$ cat src/design/adc_ctrl_pkg.sv
package adc_ctrl_pkg;
   // register byte offsets
   localparam logic [7:0] OFS_CTRL = 8'h00;
   localparam logic [7:0] OFS_SCTL = 8'h04;
   localparam logic [7:0] OFS_NCTL = 8'h08;
   localparam logic [7:0] OFS_MASK = 8'h0c;
   localparam logic [7:0] OFS_THR = 8'h10;
   localparam logic [7:0] OFS_CMD = 8'h14;
   localparam logic [7:0] OFS_STAT = 8'h18;
   localparam logic [7:0] OFS_SDATA = 8'h1c;
   localparam logic [7:0] OFS_SPEEK = 8'h20;
   localparam logic [7:0] OFS_NDATA = 8'h24;
   localparam logic [7:0] OFS_NDATX = 8'h28;
   localparam logic [7:0] OFS_NPEEK = 8'h2c;
   // control fields
   localparam int CTRL_EN = 0;
   localparam int CTRL_ASYNC = 1;
   localparam int CTRL_ONDEM = 2;
   localparam int CTRL_WARM = 3;
   localparam int CTRL_ENGINE_PRESCALE = 8;
   localparam int CTRL_TICK = 16;
   // mode control fields, same layout for single and scan
   localparam int MC_REP = 0;
   localparam int MC_DIFFERENTIAL_SELECT = 1;
   localparam int MC_CMP = 2;
   localparam int MC_ACQ = 4;
   localparam int MC_POS = 8;
   localparam int MC_NEG = 16;
   localparam int MC_RES = 22;
   localparam int MC_OVW = 24;
   localparam int MC_WM = 26;
   localparam int MC_GAP = 28;
   localparam int THR_GT = 0;
   localparam int THR_LT = 16;
   // command and status bits
   localparam int CMD_SSTART = 0;
   localparam int CMD_NSTART = 1;
   localparam int CMD_SSTOP = 2;
   localparam int CMD_NSTOP = 3;
   localparam int SB_SDV = 0;
   localparam int SB_NDV = 1;
   localparam int SB_BUSY = 2;
   localparam int SB_WARM = 3;
   localparam int SB_REQ = 4;
   localparam int SB_EV = 8;
   // sticky event indices
   localparam int EV_SOVF = 0;
   localparam int EV_SUNF = 1;
   localparam int EV_NOVF = 2;
   localparam int EV_NUNF = 3;
   localparam int EV_SCMP = 4;
   localparam int EV_NCMP = 5;
   localparam int EV_PAIR = 6;
   // reset values
   localparam logic [31:0] CTRL_RST = 32'h0000_0004;
   localparam logic [31:0] MODE_RST = 32'h0000_0000;
   localparam logic [31:0] MASK_RST = 32'h0000_0000;
   localparam logic [31:0] THR_RST = 32'h0000_0000;
   // timing
   localparam logic [2:0] WARM_TICKS = 3'd5;
   localparam int FIFO_DEPTH = 4;
   typedef enum logic [2:0] {S_IDLE, S_WARM, S_ACQ, S_APPROX, S_GAP} state_t;
endpackage : adc_ctrl_pkg

$ cat src/design/sar_adc_ctrl.sv
`timescale 1ns/1ps
// Summary of operation
// - bus-side registers apart from engine logic
// - engine runs on bus clock or async clock
// - prescaler divides engine clock 1 to 128
// - warm-up counted in engine clock cycles
// - on-demand normal: request only while converting
// - other policies keep async request asserted
// - conversion is acquisition then approximation
// - per-mode acquisition 1,2,3 or 4..256 cycles
// - approximation takes resolution bits plus one
// - each mode own config, fifo, repeat
// - scan priority, single interleaved between samples
// - data valid at watermark, clears below it
// - full fifo discards or overwrites per setting
// - peek returns newest entry of its mode, no pop
// - differential bit and input selects drive core
// - compare new results, raise compare event
// - inside window if above < below, else outside
// - scan mask inputs ascending from lowest
// - scan entries tagged; tagged, untagged, peek reads
// - repeat with no gap tags last input zero
// - warm-up five ticks on the first trigger after enable, and again after each idle with warm mode 0
// - same-bus differential pair raises program error
module sar_adc_ctrl #(
   parameter int NCH = 32,
   parameter int DEPTH = adc_ctrl_pkg::FIFO_DEPTH
) (
   input wire logic mclk,
   input wire logic rst_b,
   input wire logic psel,
   input wire logic penable,
   input wire logic pwrite,
   input wire logic [7:0] paddr,
   input wire logic [31:0] pwdata,
   output logic [31:0] prdata,
   output logic pready,
   output logic pslverr,
   input wire logic async_source_clock,
   input wire logic [11:0] ana_result,
   output logic async_clk_req,
   output logic ana_power,
   output logic ana_acquire,
   output logic ana_approx,
   output logic ana_differential_select,
   output logic [4:0] ana_pos_sel,
   output logic [4:0] ana_neg_sel,
   output logic [1:0] ana_res_sel
);
   import adc_ctrl_pkg::*;

   function automatic logic [8:0] acq_len(input logic [3:0] c);
      if (c < 4'd3)
         acq_len = 9'(c) + 9'd1;
      else if (c > 4'd9)
         acq_len = 9'd256;
      else
         acq_len = 9'd4 << (c - 4'd3);
   endfunction : acq_len

   function automatic logic [3:0] res_bits(input logic [1:0] r);
      res_bits = (r == 2'd0) ? 4'd12 : (r == 2'd1) ? 4'd8 : 4'd6;
   endfunction : res_bits

   function automatic logic [4:0] lowest(input logic [NCH-1:0] m);
      lowest = 5'd0;
      for (int i = NCH - 1; i >= 0; i--) begin
         if (m[i])
            lowest = 5'(i);
      end
   endfunction : lowest

   logic rst_s1, rst_n;
   logic [31:0] ctrl_r, sctl_r, nctl_r, mask_r, thr_r;
   logic [6:0] ev_r;
   logic as1_r, as2_r, as3_r, eng_en, conv_tick;
   logic [6:0] pcnt_r;
   logic [7:0] wtick_r;
   logic [2:0] wcnt_r;
   logic warm_r, warm_done;
   state_t state_r;
   logic [8:0] cyc_r;
   logic spend_r, npend_r, last_scan_r, job_single_r;
   logic [NCH-1:0] nleft_r, nleft_nxt;
   logic [4:0] job_ch_r;
   logic work, pick_single, acq_end, apx_end;
   logic [31:0] jctl;
   logic [16:0] mem_r [2][DEPTH];
   logic [1:0] wp_r [2];
   logic [1:0] rp_r [2];
   logic [2:0] cnt_r [2];
   logic [1:0] push, pop, dv;
   logic [16:0] push_d;
   logic cmp_hit, wr_do, rd_do, hit;
   logic [31:0] rd_val;
   logic [11:0] gt, lt;

   // reset release through two flops
   always_ff @(posedge mclk or negedge rst_b) begin
      if (!rst_b) begin
         rst_s1 <= 1'b0;
         rst_n <= 1'b0;
      end else begin
         rst_s1 <= 1'b1;
         rst_n <= rst_s1;
      end
   end

   // bus side: apb slave, one wait cycle per access
   assign hit = (paddr[1:0] == 2'b00) && (paddr <= OFS_NPEEK);
   assign wr_do = psel && penable && pready && pwrite && hit;
   assign rd_do = psel && penable && pready && !pwrite && hit;
   assign gt = thr_r[THR_GT +: 12];
   assign lt = thr_r[THR_LT +: 12];

   always_comb begin
      rd_val = 32'h0000_0000;
      case (paddr)
         OFS_CTRL: rd_val = ctrl_r;
         OFS_SCTL: rd_val = sctl_r;
         OFS_NCTL: rd_val = nctl_r;
         OFS_MASK: rd_val = mask_r;
         OFS_THR: rd_val = thr_r;
         OFS_STAT: begin
            rd_val[SB_SDV] = dv[0];
            rd_val[SB_NDV] = dv[1];
            rd_val[SB_BUSY] = (state_r != S_IDLE);
            rd_val[SB_WARM] = warm_r;
            rd_val[SB_REQ] = async_clk_req;
            rd_val[SB_EV +: 7] = ev_r;
         end
         OFS_SDATA, OFS_NDATA: rd_val[11:0] =
            mem_r[paddr == OFS_NDATA][rp_r[paddr == OFS_NDATA]][11:0];
         OFS_NDATX: rd_val = {11'h000, mem_r[1][rp_r[1]][16:12],
            4'h0, mem_r[1][rp_r[1]][11:0]};
         OFS_SPEEK: rd_val[11:0] = mem_r[0][wp_r[0] - 2'd1][11:0];
         OFS_NPEEK: rd_val = {11'h000, mem_r[1][wp_r[1] - 2'd1][16:12],
            4'h0, mem_r[1][wp_r[1] - 2'd1][11:0]};
         default: rd_val = 32'h0000_0000;
      endcase
   end

   always_ff @(posedge mclk or negedge rst_n) begin
      if (!rst_n) begin
         pready <= 1'b0;
         prdata <= 32'h0000_0000;
         pslverr <= 1'b0;
      end else begin
         pready <= psel && penable && !pready;
         if (psel && penable && !pready) begin
            prdata <= hit ? rd_val : 32'h0000_0000;
            pslverr <= !hit;
         end
      end
   end

   always_ff @(posedge mclk or negedge rst_n) begin
      if (!rst_n) begin
         ctrl_r <= CTRL_RST;
         sctl_r <= MODE_RST;
         nctl_r <= MODE_RST;
         mask_r <= MASK_RST;
         thr_r <= THR_RST;
      end else if (wr_do) begin
         case (paddr)
            OFS_CTRL: ctrl_r <= pwdata;
            OFS_SCTL: sctl_r <= pwdata;
            OFS_NCTL: nctl_r <= pwdata;
            OFS_MASK: mask_r <= pwdata;
            OFS_THR: thr_r <= pwdata;
            default: ;
         endcase
      end
   end

   // engine clock: bus clock, or synchronised async source edges
   always_ff @(posedge mclk or negedge rst_n) begin
      if (!rst_n) begin
         as1_r <= 1'b0;
         as2_r <= 1'b0;
         as3_r <= 1'b0;
      end else begin
         as1_r <= async_source_clock;
         as2_r <= as1_r;
         as3_r <= as2_r;
      end
   end
   assign eng_en = ctrl_r[CTRL_ASYNC] ? (as2_r && !as3_r) : 1'b1;

   // prescaler forms the conversion clock enable
   assign conv_tick = eng_en && (pcnt_r == ctrl_r[CTRL_ENGINE_PRESCALE +: 7]);
   always_ff @(posedge mclk or negedge rst_n) begin
      if (!rst_n)
         pcnt_r <= 7'h00;
      else if (conv_tick)
         pcnt_r <= 7'h00;
      else if (eng_en)
         pcnt_r <= pcnt_r + 7'd1;
   end

   // warm-up: five ticks of engine cycles
   assign warm_done = (state_r == S_WARM) && eng_en
      && (wtick_r == ctrl_r[CTRL_TICK +: 8]) && (wcnt_r == WARM_TICKS - 3'd1);
   always_ff @(posedge mclk or negedge rst_n) begin
      if (!rst_n) begin
         wtick_r <= 8'h00;
         wcnt_r <= 3'd0;
      end else if (state_r != S_WARM) begin
         wtick_r <= 8'h00;
         wcnt_r <= 3'd0;
      end else if (eng_en) begin
         if (wtick_r == ctrl_r[CTRL_TICK +: 8]) begin
            wtick_r <= 8'h00;
            wcnt_r <= wcnt_r + 3'd1;
         end else
            wtick_r <= wtick_r + 8'd1;
      end
   end

   always_ff @(posedge mclk or negedge rst_n) begin
      if (!rst_n)
         warm_r <= 1'b0;
      else if (warm_done)
         warm_r <= 1'b1;
      else if (!ctrl_r[CTRL_EN])
         warm_r <= 1'b0;
      else if (state_r == S_IDLE && !work
            && ctrl_r[CTRL_WARM +: 2] == 2'd0)
         warm_r <= 1'b0;
   end

   // job selection: scan first, single slots between scan samples
   assign work = spend_r || npend_r;
   assign pick_single = spend_r && (!npend_r || last_scan_r);
   assign jctl = job_single_r ? sctl_r : nctl_r;
   assign acq_end = state_r == S_ACQ && conv_tick
      && cyc_r == acq_len(jctl[MC_ACQ +: 4]) - 9'd1;
   assign apx_end = state_r == S_APPROX && conv_tick
      && cyc_r == 9'(res_bits(jctl[MC_RES +: 2]));
   always_comb begin
      nleft_nxt = nleft_r;
      nleft_nxt[job_ch_r] = 1'b0;
   end

   always_ff @(posedge mclk or negedge rst_n) begin
      if (!rst_n) begin
         state_r <= S_IDLE;
         cyc_r <= 9'h000;
         job_single_r <= 1'b0;
         job_ch_r <= 5'd0;
         last_scan_r <= 1'b0;
      end else begin
         case (state_r)
            S_IDLE: if (ctrl_r[CTRL_EN] && work) begin
               job_single_r <= pick_single;
               job_ch_r <= lowest(nleft_r);
               cyc_r <= 9'h000;
               state_r <= warm_r ? S_ACQ : S_WARM;
            end
            S_WARM: if (warm_done)
               state_r <= S_ACQ;
            S_ACQ: if (acq_end) begin
               cyc_r <= 9'h000;
               state_r <= S_APPROX;
            end else if (conv_tick)
               cyc_r <= cyc_r + 9'd1;
            S_APPROX: if (apx_end) begin
               cyc_r <= 9'h000;
               last_scan_r <= !job_single_r;
               state_r <= (!job_single_r && nleft_nxt == '0
                  && nctl_r[MC_REP] && nctl_r[MC_GAP +: 3] != 3'd0)
                  ? S_GAP : S_IDLE;
            end else if (conv_tick)
               cyc_r <= cyc_r + 9'd1;
            S_GAP: if (conv_tick) begin
               cyc_r <= cyc_r + 9'd1;
               if (cyc_r == 9'(nctl_r[MC_GAP +: 3]) - 9'd1)
                  state_r <= S_IDLE;
            end
            default: state_r <= S_IDLE;
         endcase
         if (!ctrl_r[CTRL_EN])
            state_r <= S_IDLE;
      end
   end

   // pending triggers and the remaining scan inputs
   always_ff @(posedge mclk or negedge rst_n) begin
      if (!rst_n) begin
         spend_r <= 1'b0;
         npend_r <= 1'b0;
         nleft_r <= '0;
      end else begin
         if (apx_end && job_single_r && !sctl_r[MC_REP])
            spend_r <= 1'b0;
         if (apx_end && !job_single_r) begin
            nleft_r <= nleft_nxt;
            if (nleft_nxt == '0 && !nctl_r[MC_REP])
               npend_r <= 1'b0;
            else if (nleft_nxt == '0 && nctl_r[MC_GAP +: 3] == 3'd0)
               nleft_r <= mask_r[NCH-1:0];
         end
         if (state_r == S_GAP && state_r != S_IDLE && nleft_r == '0)
            nleft_r <= mask_r[NCH-1:0];
         if (wr_do && paddr == OFS_CMD) begin
            if (pwdata[CMD_SSTART])
               spend_r <= 1'b1;
            if (pwdata[CMD_NSTART] && mask_r[NCH-1:0] != '0) begin
               npend_r <= 1'b1;
               nleft_r <= mask_r[NCH-1:0];
            end
            if (pwdata[CMD_SSTOP])
               spend_r <= 1'b0;
            if (pwdata[CMD_NSTOP])
               npend_r <= 1'b0;
         end
      end
   end

   // result path: tag, compare and push into the mode fifo
   assign push = {apx_end && !job_single_r, apx_end && job_single_r};
   assign push_d = {(!job_single_r && nctl_r[MC_REP] && nleft_nxt == '0
      && nctl_r[MC_GAP +: 3] == 3'd0) ? 5'd0 : job_ch_r,
      ana_result};
   assign cmp_hit = jctl[MC_CMP] && ((gt < lt)
      ? (ana_result > gt && ana_result < lt)
      : (ana_result > gt || ana_result < lt));
   assign pop = {rd_do && (paddr == OFS_NDATA || paddr == OFS_NDATX),
      rd_do && paddr == OFS_SDATA};

   always_ff @(posedge mclk or negedge rst_n) begin
      if (!rst_n) begin
         for (int m = 0; m < 2; m++) begin
            wp_r[m] <= 2'd0;
            rp_r[m] <= 2'd0;
            cnt_r[m] <= 3'd0;
            for (int i = 0; i < DEPTH; i++)
               mem_r[m][i] <= 17'h00000;
         end
      end else begin
         for (int m = 0; m < 2; m++) begin
            logic dop, full, wr, drop;
            dop = pop[m] && cnt_r[m] != 3'd0;
            full = cnt_r[m] == 3'(DEPTH) && !dop;
            wr = push[m] && (!full || jctl[MC_OVW]);
            drop = push[m] && full && jctl[MC_OVW];
            if (wr) begin
               mem_r[m][wp_r[m]] <= push_d;
               wp_r[m] <= wp_r[m] + 2'd1;
            end
            if (dop || drop)
               rp_r[m] <= rp_r[m] + 2'd1;
            cnt_r[m] <= cnt_r[m] + 3'(wr) - 3'(dop) - 3'(drop);
         end
      end
   end

   // data valid per mode at the watermark
   assign dv[0] = cnt_r[0] >= 3'(sctl_r[MC_WM +: 2]) + 3'd1;
   assign dv[1] = cnt_r[1] >= 3'(nctl_r[MC_WM +: 2]) + 3'd1;

   // sticky events, write one to clear, a new event wins
   always_ff @(posedge mclk or negedge rst_n) begin
      if (!rst_n)
         ev_r <= 7'h00;
      else begin
         for (int e = 0; e < 7; e++) begin
            if (wr_do && paddr == OFS_STAT && pwdata[SB_EV + e])
               ev_r[e] <= 1'b0;
         end
         for (int m = 0; m < 2; m++) begin
            if (push[m] && cnt_r[m] == 3'(DEPTH) && !pop[m])
               ev_r[EV_SOVF + 2 * m] <= 1'b1;
            if (pop[m] && cnt_r[m] == 3'd0)
               ev_r[EV_SUNF + 2 * m] <= 1'b1;
            if (push[m] && cmp_hit)
               ev_r[EV_SCMP + m] <= 1'b1;
         end
         if (acq_end && jctl[MC_DIFFERENTIAL_SELECT] && ana_pos_sel[0] == ana_neg_sel[0])
            ev_r[EV_PAIR] <= 1'b1;
      end
   end

   // analog core controls and the async clock request
   always_ff @(posedge mclk or negedge rst_n) begin
      if (!rst_n) begin
         async_clk_req <= 1'b0;
         ana_power <= 1'b0;
         ana_acquire <= 1'b0;
         ana_approx <= 1'b0;
         ana_differential_select <= 1'b0;
         ana_pos_sel <= 5'd0;
         ana_neg_sel <= 5'd0;
         ana_res_sel <= 2'd0;
      end else begin
         if (ctrl_r[CTRL_ONDEM] && ctrl_r[CTRL_WARM +: 2] == 2'd0)
            async_clk_req <= ctrl_r[CTRL_ASYNC] && ctrl_r[CTRL_EN]
               && (work || state_r != S_IDLE);
         else
            async_clk_req <= ctrl_r[CTRL_ASYNC] && ctrl_r[CTRL_EN];
         ana_power <= warm_r || state_r == S_WARM;
         ana_acquire <= state_r == S_ACQ;
         ana_approx <= state_r == S_APPROX;
         ana_differential_select <= jctl[MC_DIFFERENTIAL_SELECT];
         ana_pos_sel <= job_single_r ? sctl_r[MC_POS +: 5] : job_ch_r;
         ana_neg_sel <= jctl[MC_NEG +: 5];
         ana_res_sel <= jctl[MC_RES +: 2];
      end
   end

   logic [7:0] tgap_r;
   always_ff @(posedge mclk or negedge rst_n) begin
      if (!rst_n)
         tgap_r <= 8'h00;
      else
         tgap_r <= conv_tick ? 8'h00 : tgap_r + 8'd1;
   end

   // first tick after a control write may come late, so skip it
   logic tick_seen_r;
   always_ff @(posedge mclk or negedge rst_n) begin
      if (!rst_n)
         tick_seen_r <= 1'b0;
      else if (wr_do && paddr == OFS_CTRL)
         tick_seen_r <= 1'b0;
      else if (conv_tick)
         tick_seen_r <= 1'b1;
   end

   // conversion ticks spent in the approximation phase
   logic [4:0] apx_tk_r;
   always_ff @(posedge mclk or negedge rst_n) begin
      if (!rst_n)
         apx_tk_r <= 5'd0;
      else if (state_r != S_APPROX)
         apx_tk_r <= 5'd0;
      else if (conv_tick)
         apx_tk_r <= apx_tk_r + 5'd1;
   end
endmodule : sar_adc_ctrl

$ cat config.mk
export PLATFORM = sky130hd
export DESIGN_NAME = sar_adc_ctrl
export DESIGN_NICKNAME = d
export VERILOG_FILES = /design/src/design/adc_ctrl_pkg.sv /design/src/design/sar_adc_ctrl.sv
export SDC_FILE = /design/constraint.sdc
export NUM_CORES = 1
export LEC_CHECK = 0
export ABC_AREA = 1
export BUFFER_PORTS_ARGS = -buffer_cell sky130_fd_sc_hd__buf_4
export CAP_MARGIN = 20
export CELL_PAD_IN_SITES_DETAIL_PLACEMENT = 1
export CELL_PAD_IN_SITES_GLOBAL_PLACEMENT = 2
export CORE_MARGIN = 1
export CORE_UTILIZATION = 34
export DETAILED_ROUTE_END_ITERATION = 7
export GPL_TIMING_DRIVEN = 0
export PLACE_DENSITY_LB_ADDON = 0.1
export SETUP_SLACK_MARGIN = 0.15
export SYNTH_ARGS = -nofsm -noshare
export SYNTH_HDL_FRONTEND = slang
export SYNTH_SLANG_ARGS = --single-unit
$ cat constraint.sdc
create_clock -name mclk -period 13.3 [get_ports mclk]
set_input_delay 2.66 -clock mclk [delete_from_list [all_inputs] [get_ports mclk]]
set_output_delay 2.66 -clock mclk [all_outputs]
set_load 0.005 [all_outputs]
==> results of run 1 <==
-- metrics by stage --
stage	setup WS, ns	hold slack [ns]	utilization	instances
after detailed placement	6.44	0.352	0.378	3855
after floorplan	0.579	0.331	-	2873
after global placement	-5.14	0.332	0.374	3845
final	7.06	0.357	0.404	3947
after CTS	7.11	0.364	0.404	3941
after global routing	6.99	0.365	0.404	3942
-- cell type report --
| cell class | count | area [sq um] | area share |
|---|---|---|---|
| flip-flops and latches | 425 | 10600 | 0.399 |
| multi-input cells | 1971 | 10300 | 0.388 |
| clock buffers | 67 | 1430 | 0.0535 |
| inverters | 344 | 1300 | 0.0487 |
| well taps | 864 | 1080 | 0.0406 |
| repair buffers | 119 | 1030 | 0.0388 |
| plain buffers | 133 | 532 | 0.0200 |
| clock inverters | 19 | 290 | 0.0109 |
| diodes | 5 | 12.5 | 0.000470 |
-- logic make-up after synthesis --
family | count (synthesis)
XOR/XNOR | 36
buffers and inverters | 477
adder cells (fa/ha/maj) | 74
flip-flops | 425
AO/OA/AOI/OAI | 848
AND/OR/NAND/NOR | 1008
multiplexers | 4
other | 1
-- path summary, 6_finish.rpt --
check	startpoint	endpoint	slack (ns)
max in group asynchronous	rst_n	mem_r[14]	10.96
hold / removal	rst_n	nctl_r[28]	0.36
min in group mclk	rst_s1	rst_n	0.36
setup / recovery	paddr[7]	prdata[4]	7.06
hold reg to reg	rst_n	nctl_r[28]	0.36
setup reg to reg	wp_r[0]	prdata[1]	8.43
-- synth_stat cells, types with 6 or more instances --
cell type	number	area, sq um
clkbuf_1	117	439
inv_1	329	1230
buf_2	14	70.1
o22ai_1	27	169
a311oi_1	6	52.6
or2_2	7	43.8
xor2_1	23	201
nor3_1	29	145
nor2_1	150	563
clkinv_1	6	22.5
inv_2	8	30.0
nand2_2	17	106
o21ai_1	25	125
xnor2_1	12	105
ha_1	72	901
a21oi_1	169	846
a31oi_1	6	37.5
nor4_1	17	106
a21o_1	6	45.0
o211ai_1	26	195
nand2_1	680	2550
a221oi_1	24	210
dfrtp_1	424	10600
a211oi_1	21	158
o311ai_0	20	175
nand3_1	62	310
nand4_1	29	181
a2111oi_0	7	61.3
o21ai_0	457	2290
a32oi_1	6	52.6
o2111ai_1	11	96.3
-- layer usage --
layer / GRT usage / wire length, microns / vias to the layer above / part of all wire
li1: - / - / 9994 / -
met1: 0.489 / 52700 / 11600 / 0.49
met2: 0.467 / 46000 / 701 / 0.43
met3: 0.0428 / 6480 / 91 / 0.061
met4: 0.0564 / 1520 / 0 / 0.014
met5: 0 / 0 / - / 0
-- power by group --
part | internal, mW | total, mW | leakage [nW] | switching (mW)
clock | 0.869 | 1.48 | 0.838 | 0.608
sequential | 1.30 | 1.30 | 5.68 | 0.00421
combinational | 0.0272 | 0.104 | 5.42 | 0.0772
-- registers in the layout (all words and copies together) (netlist names), 9 cells and up --
signal   count
mem_r      116
mask_r      32
thr_r       32
sctl_r      32
nleft_r     32
nctl_r      32
ctrl_r      32
prdata      32
cyc_r        9
-- cells in the final DEF, fill, tap and decap left out, types with 6 or more instances in the layout --
master,count
a32oi_1,6
nand3_1,62
a311oi_1,6
o2111ai_1,11
ha_1,72
nand2_1,680
nand4_1,29
xor2_1,23
buf_2,14
inv_1,329
o311ai_0,20
a221oi_1,24
clkinv_2,7
clkbuf_8,9
o22ai_1,27
o21ai_1,25
a31oi_1,6
nand2_2,17
clkinv_1,6
a21o_1,6
nor4_1,17
bufinv_16,6
o21ai_0,457
o211ai_1,26
dfrtp_1,423
or2_2,7
clkbuf_1,124
buf_4,108
nor3_1,28
a21oi_1,169
a2111oi_0,7
a211oi_1,21
nor2_1,150
xnor2_1,12
inv_2,8
buf_16,7
clkbuf_16,51
-- critical path: stages --
cell and delay, ns:
buf_4 0.11, nor2_1 0.23, inv_1 0.14, nor3_4 0.30, nand2_1 0.31, o21ai_2 0.45, clkbuf_1 0.63, a21oi_1 0.28
o311ai_0 0.92, nand4_1 0.48, nand2_1 0.16, nand2_1 0.06
==> summary.md, run 1 <==
| Metric | Value |
|---|---|
| Crit end category | `register` |
| Yosys Warn Count | `0` |
| Longest Clk Path Bufs | `3` |
| Fmax | `0.160 GHz` |
| CP Class | `in -> reg` |
| Critical path peak fanout | `10` |
| Syn avg cell area | `7.93 sq um` |
| CP startpoint kind | `input pin` |
| Initial DRC Count | `1919` |
| H-tree depth | `2` |
| Setup Fix Bufs, Post-CTS | `0` |
| Fill count | `8000` |
| Synth Area in XOR/XNOR | `0.0142` |
| Antenna violations before repair | `1` |
| Final Cycle Share | `0.469` |
| Largest net degree at the start of global routing | `68` |
| HP Class | `reg -> async` |
| Crit path time final | `6.24 ns` |
| Post-synth EDFFs | `0` |
| # hold bufs at CTS | `0` |
| Status | `finished, violations left` |
| Clk slew on worst S/H paths | `0.06 ns` |
| Unrepaired setup endpoints after global routing | `no` |
| DRC | `8` |
| Depth of the worst register-to-register path | `11` |
| Clock root cell | `clkbuf_16` |
| Overall Power | `2.88 mW` |
| Failing checks | `DRC` |
| CTS tree | `done` |
| CP Data Arrival Time | `6.75 ns` |
| Final Hold Vio Count | `0` |
| Clk_skew | `0.0181 ns` |
| Row cnt | `94` |
| Register area share after synthesis | `0.467` |
| Via density per instance | `5.66` |
| Total gr overflow | `0` |
| Core area | `0.0660 sq mm` |
| Largest family of logic cells by synthesized area | `compound AO/OA/AOI/OAI gates` |
| Fin. max-slew vios | `0` |
| Boundary Pins | `109` |
| Buffers on Ports | `108` |
| Async SR Flop Fraction | `1.00` |
| Power Density | `108 mW/mm^2` |
| Final wirelength | `107000 microns` |
| Clock Latency Late Sink | `0.62 ns` |
| Wire per inst | `27.0 microns` |
| Num CTS Buffers | `51` |
| Unique masters post-synth | `65` |
| Synth-to-layout area growth | `16.9%` |
| Maximum vdd ir drop | `84.7 uV` |
| Final setup TNS | `0 ns` |
| Post-synthesis register bit count | `425` |
| Leakage | `11.9 nW` |
| Antenna violation net count after detailed routing | `0` |
| Area after DPL | `0.0249 sq mm` |
| Final HPWL DP | `82600 microns` |
| Initial core utilization | `0.345` |
| Post-Syn Area | `0.0228 sq mm` |
| Worst Max-Slew Pin Slew | `1.09 ns` |
| Simple-gate share of the synthesized area | `0.183` |
| RePlAce Congestion | `0.926` |
| Fraction of the mapped netlist area in adder cells | `0.0413` |
| Mux contribution to synthesized area | `0.00181` |
| Final Cell Area | `0.0266 sq mm` |
| Clock sinks | `425` |
| Die Footprint | `0.0681 sq mm` |
| Total track usage | `0.316` |
| Mapped Nets | `3005` |
| Die W | `261 microns` |
| Number of global-route vias before repair | `22300` |
| Post-cts gate resize count | `0` |
| Worst EP required | `13.81 ns` |
| Top_reg_cell synth | `dfrtp_1` |
| Via count | `22300` |
| DRT Pass-1 Iters | `7` |
| Slew HR | `0.273` |
| Global-route wire length before repair | `156000 microns` |
| # nets final | `3177` |
| Final Setup Violations | `0` |
| Post-synthesis compound-gate area fraction | `0.213` |
| Layout cell share with drive strength beyond 1 | `0.0871` |
| Max-cap viol count | `0` |
| Synth Instances | `2873` |
| Die height | `261 microns` |
Note: power is estimated with default switching activity, not from simulation.
==> inputs of run 2 (changes only) <==
==> constraint.sdc (replaced) <==
create_clock -name mclk -period 5.22 [get_ports mclk]
set_input_delay 1.044 -clock mclk [delete_from_list [all_inputs] [get_ports mclk]]
set_output_delay 1.044 -clock mclk [all_outputs]
set_load 0.005 [all_outputs]
==> summary.md, run 2 (synthesis gave the netlist of run 1 again) <==
| Metric | Value |
|---|---|
| Status | `finished, violations left (unchanged)` |
| Failing checks | `DRC (unchanged)` |
| Wire per inst | `27.1 microns (was 27.0 microns)` |
| Setup Fix Bufs, Post-CTS | `0 (unchanged)` |
| CP startpoint kind | `register (was input pin)` |
| Max-cap viol count | `0 (unchanged)` |
| Number of global-route vias before repair | `22300 (about the same)` |
| Buffers on Ports | `108 (unchanged)` |
| Via density per instance | `5.66 (about the same)` |
| CTS tree | `done (unchanged)` |
| Clk slew on worst S/H paths | `0.06 ns (about the same)` |
| Most frequent cells in the layout | `nand2_1 (680), o21ai_0 (457), dfrtp_1 (423) (unchanged)` |
| Initial core utilization | `0.345 (unchanged)` |
| Worst Max-Slew Pin Slew | `1.15 ns (was 1.09 ns)` |
| # hold bufs at CTS | `0 (unchanged)` |
| Commonest non-fill, non-tap cell in the layout | `nand2_1 (unchanged)` |
| Longest Clk Path Bufs | `3 (unchanged)` |
| Final Cell Area | `0.0267 sq mm (was 0.0266 sq mm)` |
| Total track usage | `0.316 (about the same)` |
| CP Class | `reg -> reg (was in -> reg)` |
| Global-route wire length before repair | `155000 microns (was 156000 microns)` |
| Critical-path cell list | `inv_1 > clkbuf_1 > clkbuf_1 > ha_1 > clkbuf_1 > clkbuf_1 > nand3_1 > o21ai_0 > o2111ai_1 > o41ai_1 > nand2_1 (was buf_4 > nor2_1 > inv_1 > nor3_4 > nand2_1 > o21ai_2 > clkbuf_1 > a21oi_1 > o311ai_0 > nand4_1 > nand2_1 > nand2_1)` |
| Final Cycle Share | `0.951` |
| Final wirelength | `107000 microns (about the same)` |
| Antenna violation net count after detailed routing | `0 (unchanged)` |
| Synth-to-layout area growth | `16.9% (about the same)` |
| DRT Pass-1 Iters | `8 (was 7)` |
| Launch point of the worst reg-to-reg path | `wp_r[0] (unchanged)` |
| Largest register by flop count | `mem_r (unchanged)` |
| CP Data Arrival Time | `5.43 ns (was 6.75 ns)` |
| Clk_skew | `0.0187 ns (was 0.0181 ns)` |
| Final Setup Violations | `0 (unchanged)` |
| Fin. max-slew vios | `0 (unchanged)` |
| Fmax | `0.201 GHz` |
| Unrepaired setup endpoints after global routing | `no (unchanged)` |
| Crit path time final | `4.96 ns` |
| Maximum vdd ir drop | `216 uV (was 84.7 uV)` |
| Die W | `261 microns (unchanged)` |
| Core Util, Final | `0.404 (about the same)` |
| Initial DRC Count | `1976 (was 1919)` |
| Row cnt | `94 (unchanged)` |
| Critical path peak fanout | `11 (was 10)` |
| Layout cell share with drive strength beyond 1 | `0.0878 (was 0.0871)` |
| Leakage | `12.0 nW (was 11.9 nW)` |
| Slew HR | `0.231 (was 0.273)` |
| DRC | `4 (was 8)` |
| Antenna violations before repair | `5 (was 1)` |
| Clock sinks | `425 (unchanged)` |
| RePlAce Congestion | `0.937 (was 0.926)` |
| Core area | `0.0660 sq mm (unchanged)` |
| Min Hold Slack | `0.194 ns (was 0.357 ns)` |
| CP max stage cell | `o41ai_1 (was o311ai_0)` |
| CP peak stage delay | `0.76 ns (was 0.92 ns)` |
| Die Footprint | `0.0681 sq mm (unchanged)` |
| Power Density | `276 mW/mm^2 (was 108 mW/mm^2)` |
| H-tree depth | `2 (unchanged)` |
| Via count | `22400 (was 22300)` |
| Depth of the worst register-to-register path | `11 (unchanged)` |
| Most frequent CP cell | `clkbuf_1 (was nand2_1)` |
| Boundary Pins | `109 (unchanged)` |
| # nets final | `3176 (was 3177)` |
| FF-to-FF End | `prdata[1] (unchanged)` |
| HP Class | `in -> async (was reg -> async)` |
| Number of flip-flops in the largest register | `116 (unchanged)` |
| Total gr overflow | `0 (unchanged)` |
| Clock root cell | `clkbuf_16 (unchanged)` |
| Worst EP required | `5.68 ns (was 13.81 ns)` |
| Final HPWL DP | `82600 microns (about the same)` |
| Area after DPL | `0.0249 sq mm (about the same)` |
| R2r setup slk | `0.26 ns (was 8.43 ns)` |
| Clock Latency Late Sink | `0.62 ns (about the same)` |
| Die height | `261 microns (unchanged)` |
| Num CTS Buffers | `51 (unchanged)` |
| Final Hold Vio Count | `0 (unchanged)` |
| Crit end category | `register (unchanged)` |
| Post-cts gate resize count | `0 (unchanged)` |
| Largest net degree at the start of global routing | `69 (was 68)` |
-- run 2: cell types whose count changed in the layout (fill, tap and decap cells not counted), moves of 2 or more --
cell / delta
clkbuf_8: +3
diode_2: -4
clkinv_2: +3
clkinv_8: -2
buf_16: -2
bufinv_16: -2
clkbuf_1: +5
buf_12: +2
-- run 2: worst max-delay path by stage --
stage               slack [ns]  startpoint  depth (start not counted)          end
global placement         -0.80       rst_n                          0    mem_r[46]
CTS                       0.46     wp_r[0]                         11    prdata[1]
global route              0.31     wp_r[0]                         11    prdata[1]
floorplan                 1.05       rst_n                          0  ana_acquire
finish                    0.26     wp_r[0]                         11    prdata[1]
detailed placement      -0.003    paddr[7]                         12    prdata[4]
-- run 2: power by group --
group | leakage, nW | switching (mW) | total (mW) | internal (mW)
registers | 5.68 | 0.0104 | 3.31 | 3.30
clock network | 0.858 | 1.56 | 3.77 | 2.21
logic | 5.42 | 0.197 | 0.265 | 0.0681
-- run 2: through the flow --
step | setup TNS [ns] | std cells | power, mW | worst slack [ns]
final | 0 | 3950 | 7.35 | 0.255
after global routing | 0 | 3949 | 7.55 | 0.306
after CTS | 0 | 3948 | 7.41 | 0.457
after detailed placement | -0.00334 | 3854 | 3.64 | -0.00334
after global placement | -307.41 | 3845 | 3.61 | -0.804
after floorplan | 0 | 2873 | 3.48 | 1.05
-- run 2: area by class of cell --
cell class	count	area [sq um]
antenna	1	2.50
sequential	425	10600
inverter	344	1300
fill	7923	39300
buffer	133	532
tap	864	1080
timing repair buffer	118	1020
multi-input combinational	1971	10300
clock inverter	18	235
clock buffer	76	1510
-- run 2: layer usage --
layer,GRT usage,part of all wire,up-vias
met4,0.0660,0.019,0
met5,0,0,-
met1,0.475,0.48,11500
li1,-,-,10000
met3,0.0528,0.069,114
met2,0.470,0.43,726
-- run 2: worst max-delay path: cells and delay by family, from the launching register on --
family | cells | cell delay (ns)
AOI/OAI and AO/OA | 3 | 1.34
adders and majority gates | 1 | 0.41
buffers and inverters | 5 | 2.34
DFF | 1 | 0.45
and+or+nand+nor | 2 | 0.25
==> inputs of run 3 (changes only) <==
--- a/config.mk
+++ b/config.mk
@@ -11,7 +11,7 @@
 export CELL_PAD_IN_SITES_DETAIL_PLACEMENT = 1
 export CELL_PAD_IN_SITES_GLOBAL_PLACEMENT = 2
 export CORE_MARGIN = 1
-export CORE_UTILIZATION = 34
+export CORE_UTILIZATION = 37
 export DETAILED_ROUTE_END_ITERATION = 7
 export GPL_TIMING_DRIVEN = 0
 export PLACE_DENSITY_LB_ADDON = 0.1
==> constraint.sdc (replaced) <==
create_clock -name mclk -period 4.82 [get_ports mclk]
set_input_delay 0.964 -clock mclk [delete_from_list [all_inputs] [get_ports mclk]]
set_output_delay 0.964 -clock mclk [all_outputs]
set_load 0.005 [all_outputs]
==> summary.md, run 3 (synthesis gave the netlist of run 1 again) <==
| Metric | Value |
|---|---|
| Die Footprint | `0.0626 sq mm (was 0.0681 sq mm)` |
| Depth of the worst register-to-register path | `11 (unchanged)` |
| DRC | `0 (was 4)` |
| Global-route wire length before repair | `153000 microns (was 155000 microns)` |
| Maximum vdd ir drop | `278 uV (was 216 uV)` |
| Final Hold Vio Count | `0 (unchanged)` |
| # hold bufs at CTS | `0 (unchanged)` |
| Clock Latency Late Sink | `0.63 ns (was 0.62 ns)` |
| Launch point of the worst reg-to-reg path | `wp_r[0] (unchanged)` |
| Most frequent cells in the layout | `nand2_1 (680), o21ai_0 (457), dfrtp_1 (423) (unchanged)` |
| Final wirelength | `104000 microns (was 107000 microns)` |
| Clock root cell | `clkbuf_16 (unchanged)` |
| Boundary Pins | `109 (unchanged)` |
| Final Setup Violations | `0 (unchanged)` |
| Clk_skew | `0.0214 ns (was 0.0187 ns)` |
| Final Cycle Share | `0.957` |
| Clock sinks | `425 (unchanged)` |
| HP Class | `in -> async (unchanged)` |
| Leakage | `12.0 nW (about the same)` |
| Number of global-route vias before repair | `22600 (was 22300)` |
| Largest net degree at the start of global routing | `70 (was 69)` |
| FF-to-FF End | `prdata[20] (was prdata[1])` |
| Largest register by flop count | `mem_r (unchanged)` |
| Worst EP required | `5.34 ns (was 5.68 ns)` |
| Register area | `0.0106 sq mm (unchanged)` |
| Worst Max-Slew Pin Slew | `1.12 ns (was 1.15 ns)` |
| Crit path from | `paddr[7] (was wp_r[0])` |
| CP Data Arrival Time | `5.13 ns (was 5.43 ns)` |
| Setup WS post-layout | `0.207 ns (was 0.255 ns)` |
| Power Density | `305 mW/mm^2 (was 276 mW/mm^2)` |
| Overall Power | `8.13 mW (was 7.35 mW)` |
| Commonest non-fill, non-tap cell in the layout | `nand2_1 (unchanged)` |
| Via density per instance | `5.79 (was 5.66)` |
| Synth-to-layout area growth | `17.0% (was 16.9%)` |
| Setup Fix Bufs, Post-CTS | `0 (unchanged)` |
| Via count | `22400 (about the same)` |
| Fin. max-slew vios | `0 (unchanged)` |
| Antenna violations before repair | `7 (was 5)` |
| Fmax | `0.217 GHz` |
| Critical path peak fanout | `10 (was 11)` |
| Num CTS Buffers | `52 (was 51)` |
| Core Util, Final | `0.440 (was 0.404)` |
| Placed Cells | `3771 (was 3854)` |
| Layout cell share with drive strength beyond 1 | `0.0908 (was 0.0878)` |
| Wire per inst | `26.9 microns (was 27.1 microns)` |
| Number of flip-flops in the largest register | `116 (unchanged)` |
| Post-Place Setup Slack | `-0.191 ns (was -0.00334 ns)` |
| Row cnt | `90 (was 94)` |
| Buffers on Ports | `108 (unchanged)` |
| Core area | `0.0606 sq mm (was 0.0660 sq mm)` |
| Fill count | `7366 (was 7923)` |
| Antenna violation net count after detailed routing | `0 (unchanged)` |
| Die W | `250 microns (was 261 microns)` |
| RePlAce Congestion | `0.945 (was 0.937)` |
| Crit path time final | `4.61 ns` |
| Longest Clk Path Bufs | `3 (unchanged)` |
| DRT Pass-1 Iters | `5 (was 8)` |
| Crit end category | `register (unchanged)` |
| Initial DRC Count | `2040 (was 1976)` |
| Total gr overflow | `0 (unchanged)` |
| H-tree depth | `2 (unchanged)` |
| CP Class | `in -> reg (was reg -> reg)` |
| Status | `completed (was finished, violations left)` |
| Total track usage | `0.334 (was 0.316)` |
| Area of the multi-input gates | `0.0103 sq mm (about the same)` |
| CP startpoint kind | `input pin (was register)` |
| Non-Filler Instances | `3869 (was 3950)` |
| Die height | `250 microns (was 261 microns)` |
| Final HPWL DP | `79900 microns (was 82600 microns)` |
| # nets final | `3176 (unchanged)` |
| R2r setup slk | `0.31 ns (was 0.26 ns)` |
| CTS tree | `done (unchanged)` |
| Initial core utilization | `0.376 (was 0.345)` |
| Max-cap viol count | `0 (unchanged)` |
| Min Hold Slack | `0.105 ns (was 0.194 ns)` |
| Slew HR | `0.247 (was 0.231)` |
| Clk slew on worst S/H paths | `0.07 ns (was 0.06 ns)` |
| Unrepaired setup endpoints after global routing | `no (unchanged)` |
run 3: cell type report:
class,instances,share of cell area
Buffer,133,0.0200
Clock buffer,71,0.0564
Multi-Input combinational cell,1971,0.388
Clock inverter,24,0.0125
Timing Repair Buffer,117,0.0385
Sequential cell,425,0.399
Antenna cell,2,0.000188
Tap cell,782,0.0367
Inverter,344,0.0486
run 3: repair_timing:
item | 4_1_cts | 5_1_grt
resized for setup | 1 | 3
gates cloned | 0 | 0
setup endpoints to repair | 5 | 6
pin swaps | 0 | 0
run 3: layer usage:
metal,global-route usage,routed length [microns],up-vias
li1,-,-,9999
met1,0.497,48900,11500
met2,0.484,44000,789
met3,0.0653,8090,134
met4,0.101,2940,2
met5,0,8,-
run 3: how the worst max path moves through the flow:
stage | to | cells past startpoint
detailed placement | prdata[4] | 12
CTS | prdata[20] | 11
global route | prdata[20] | 11
finish | prdata[4] | 12
global placement | mem_r[49] | 0
floorplan | ana_acquire | 0
run 3: critical path, cell delays in order:
cell      delay [ns]
buf_4           0.11
nor2_1          0.24
inv_1           0.15
nor3_4          0.31
nand2_1         0.30
o21ai_2         0.39
clkbuf_1        0.60
a21oi_1         0.29
o311ai_0        1.00
nand4_1         0.51
nand2_1         0.18
nand2_1         0.07
run 3: report_power, final:
| group | switching [mW] | internal, mW | total [mW] |
|---|---|---|---|
| Combinational | 0.212 | 0.0750 | 0.287 |
| Sequential | 0.0104 | 3.57 | 3.58 |
| Clock | 1.70 | 2.55 | 4.26 |
| Total | 1.93 | 6.20 | 8.13 |
run 3: through the flow:
stage | cell area, sq um | TNS [ns]
2_1_floorplan | 22800 | 0
3_3_place_gp | 24600 | -439.67
3_5_place_dp | 24800 | -0.191
4_1_cts | 26600 | 0
5_1_grt | 26600 | 0
6_report | 26700 | 0
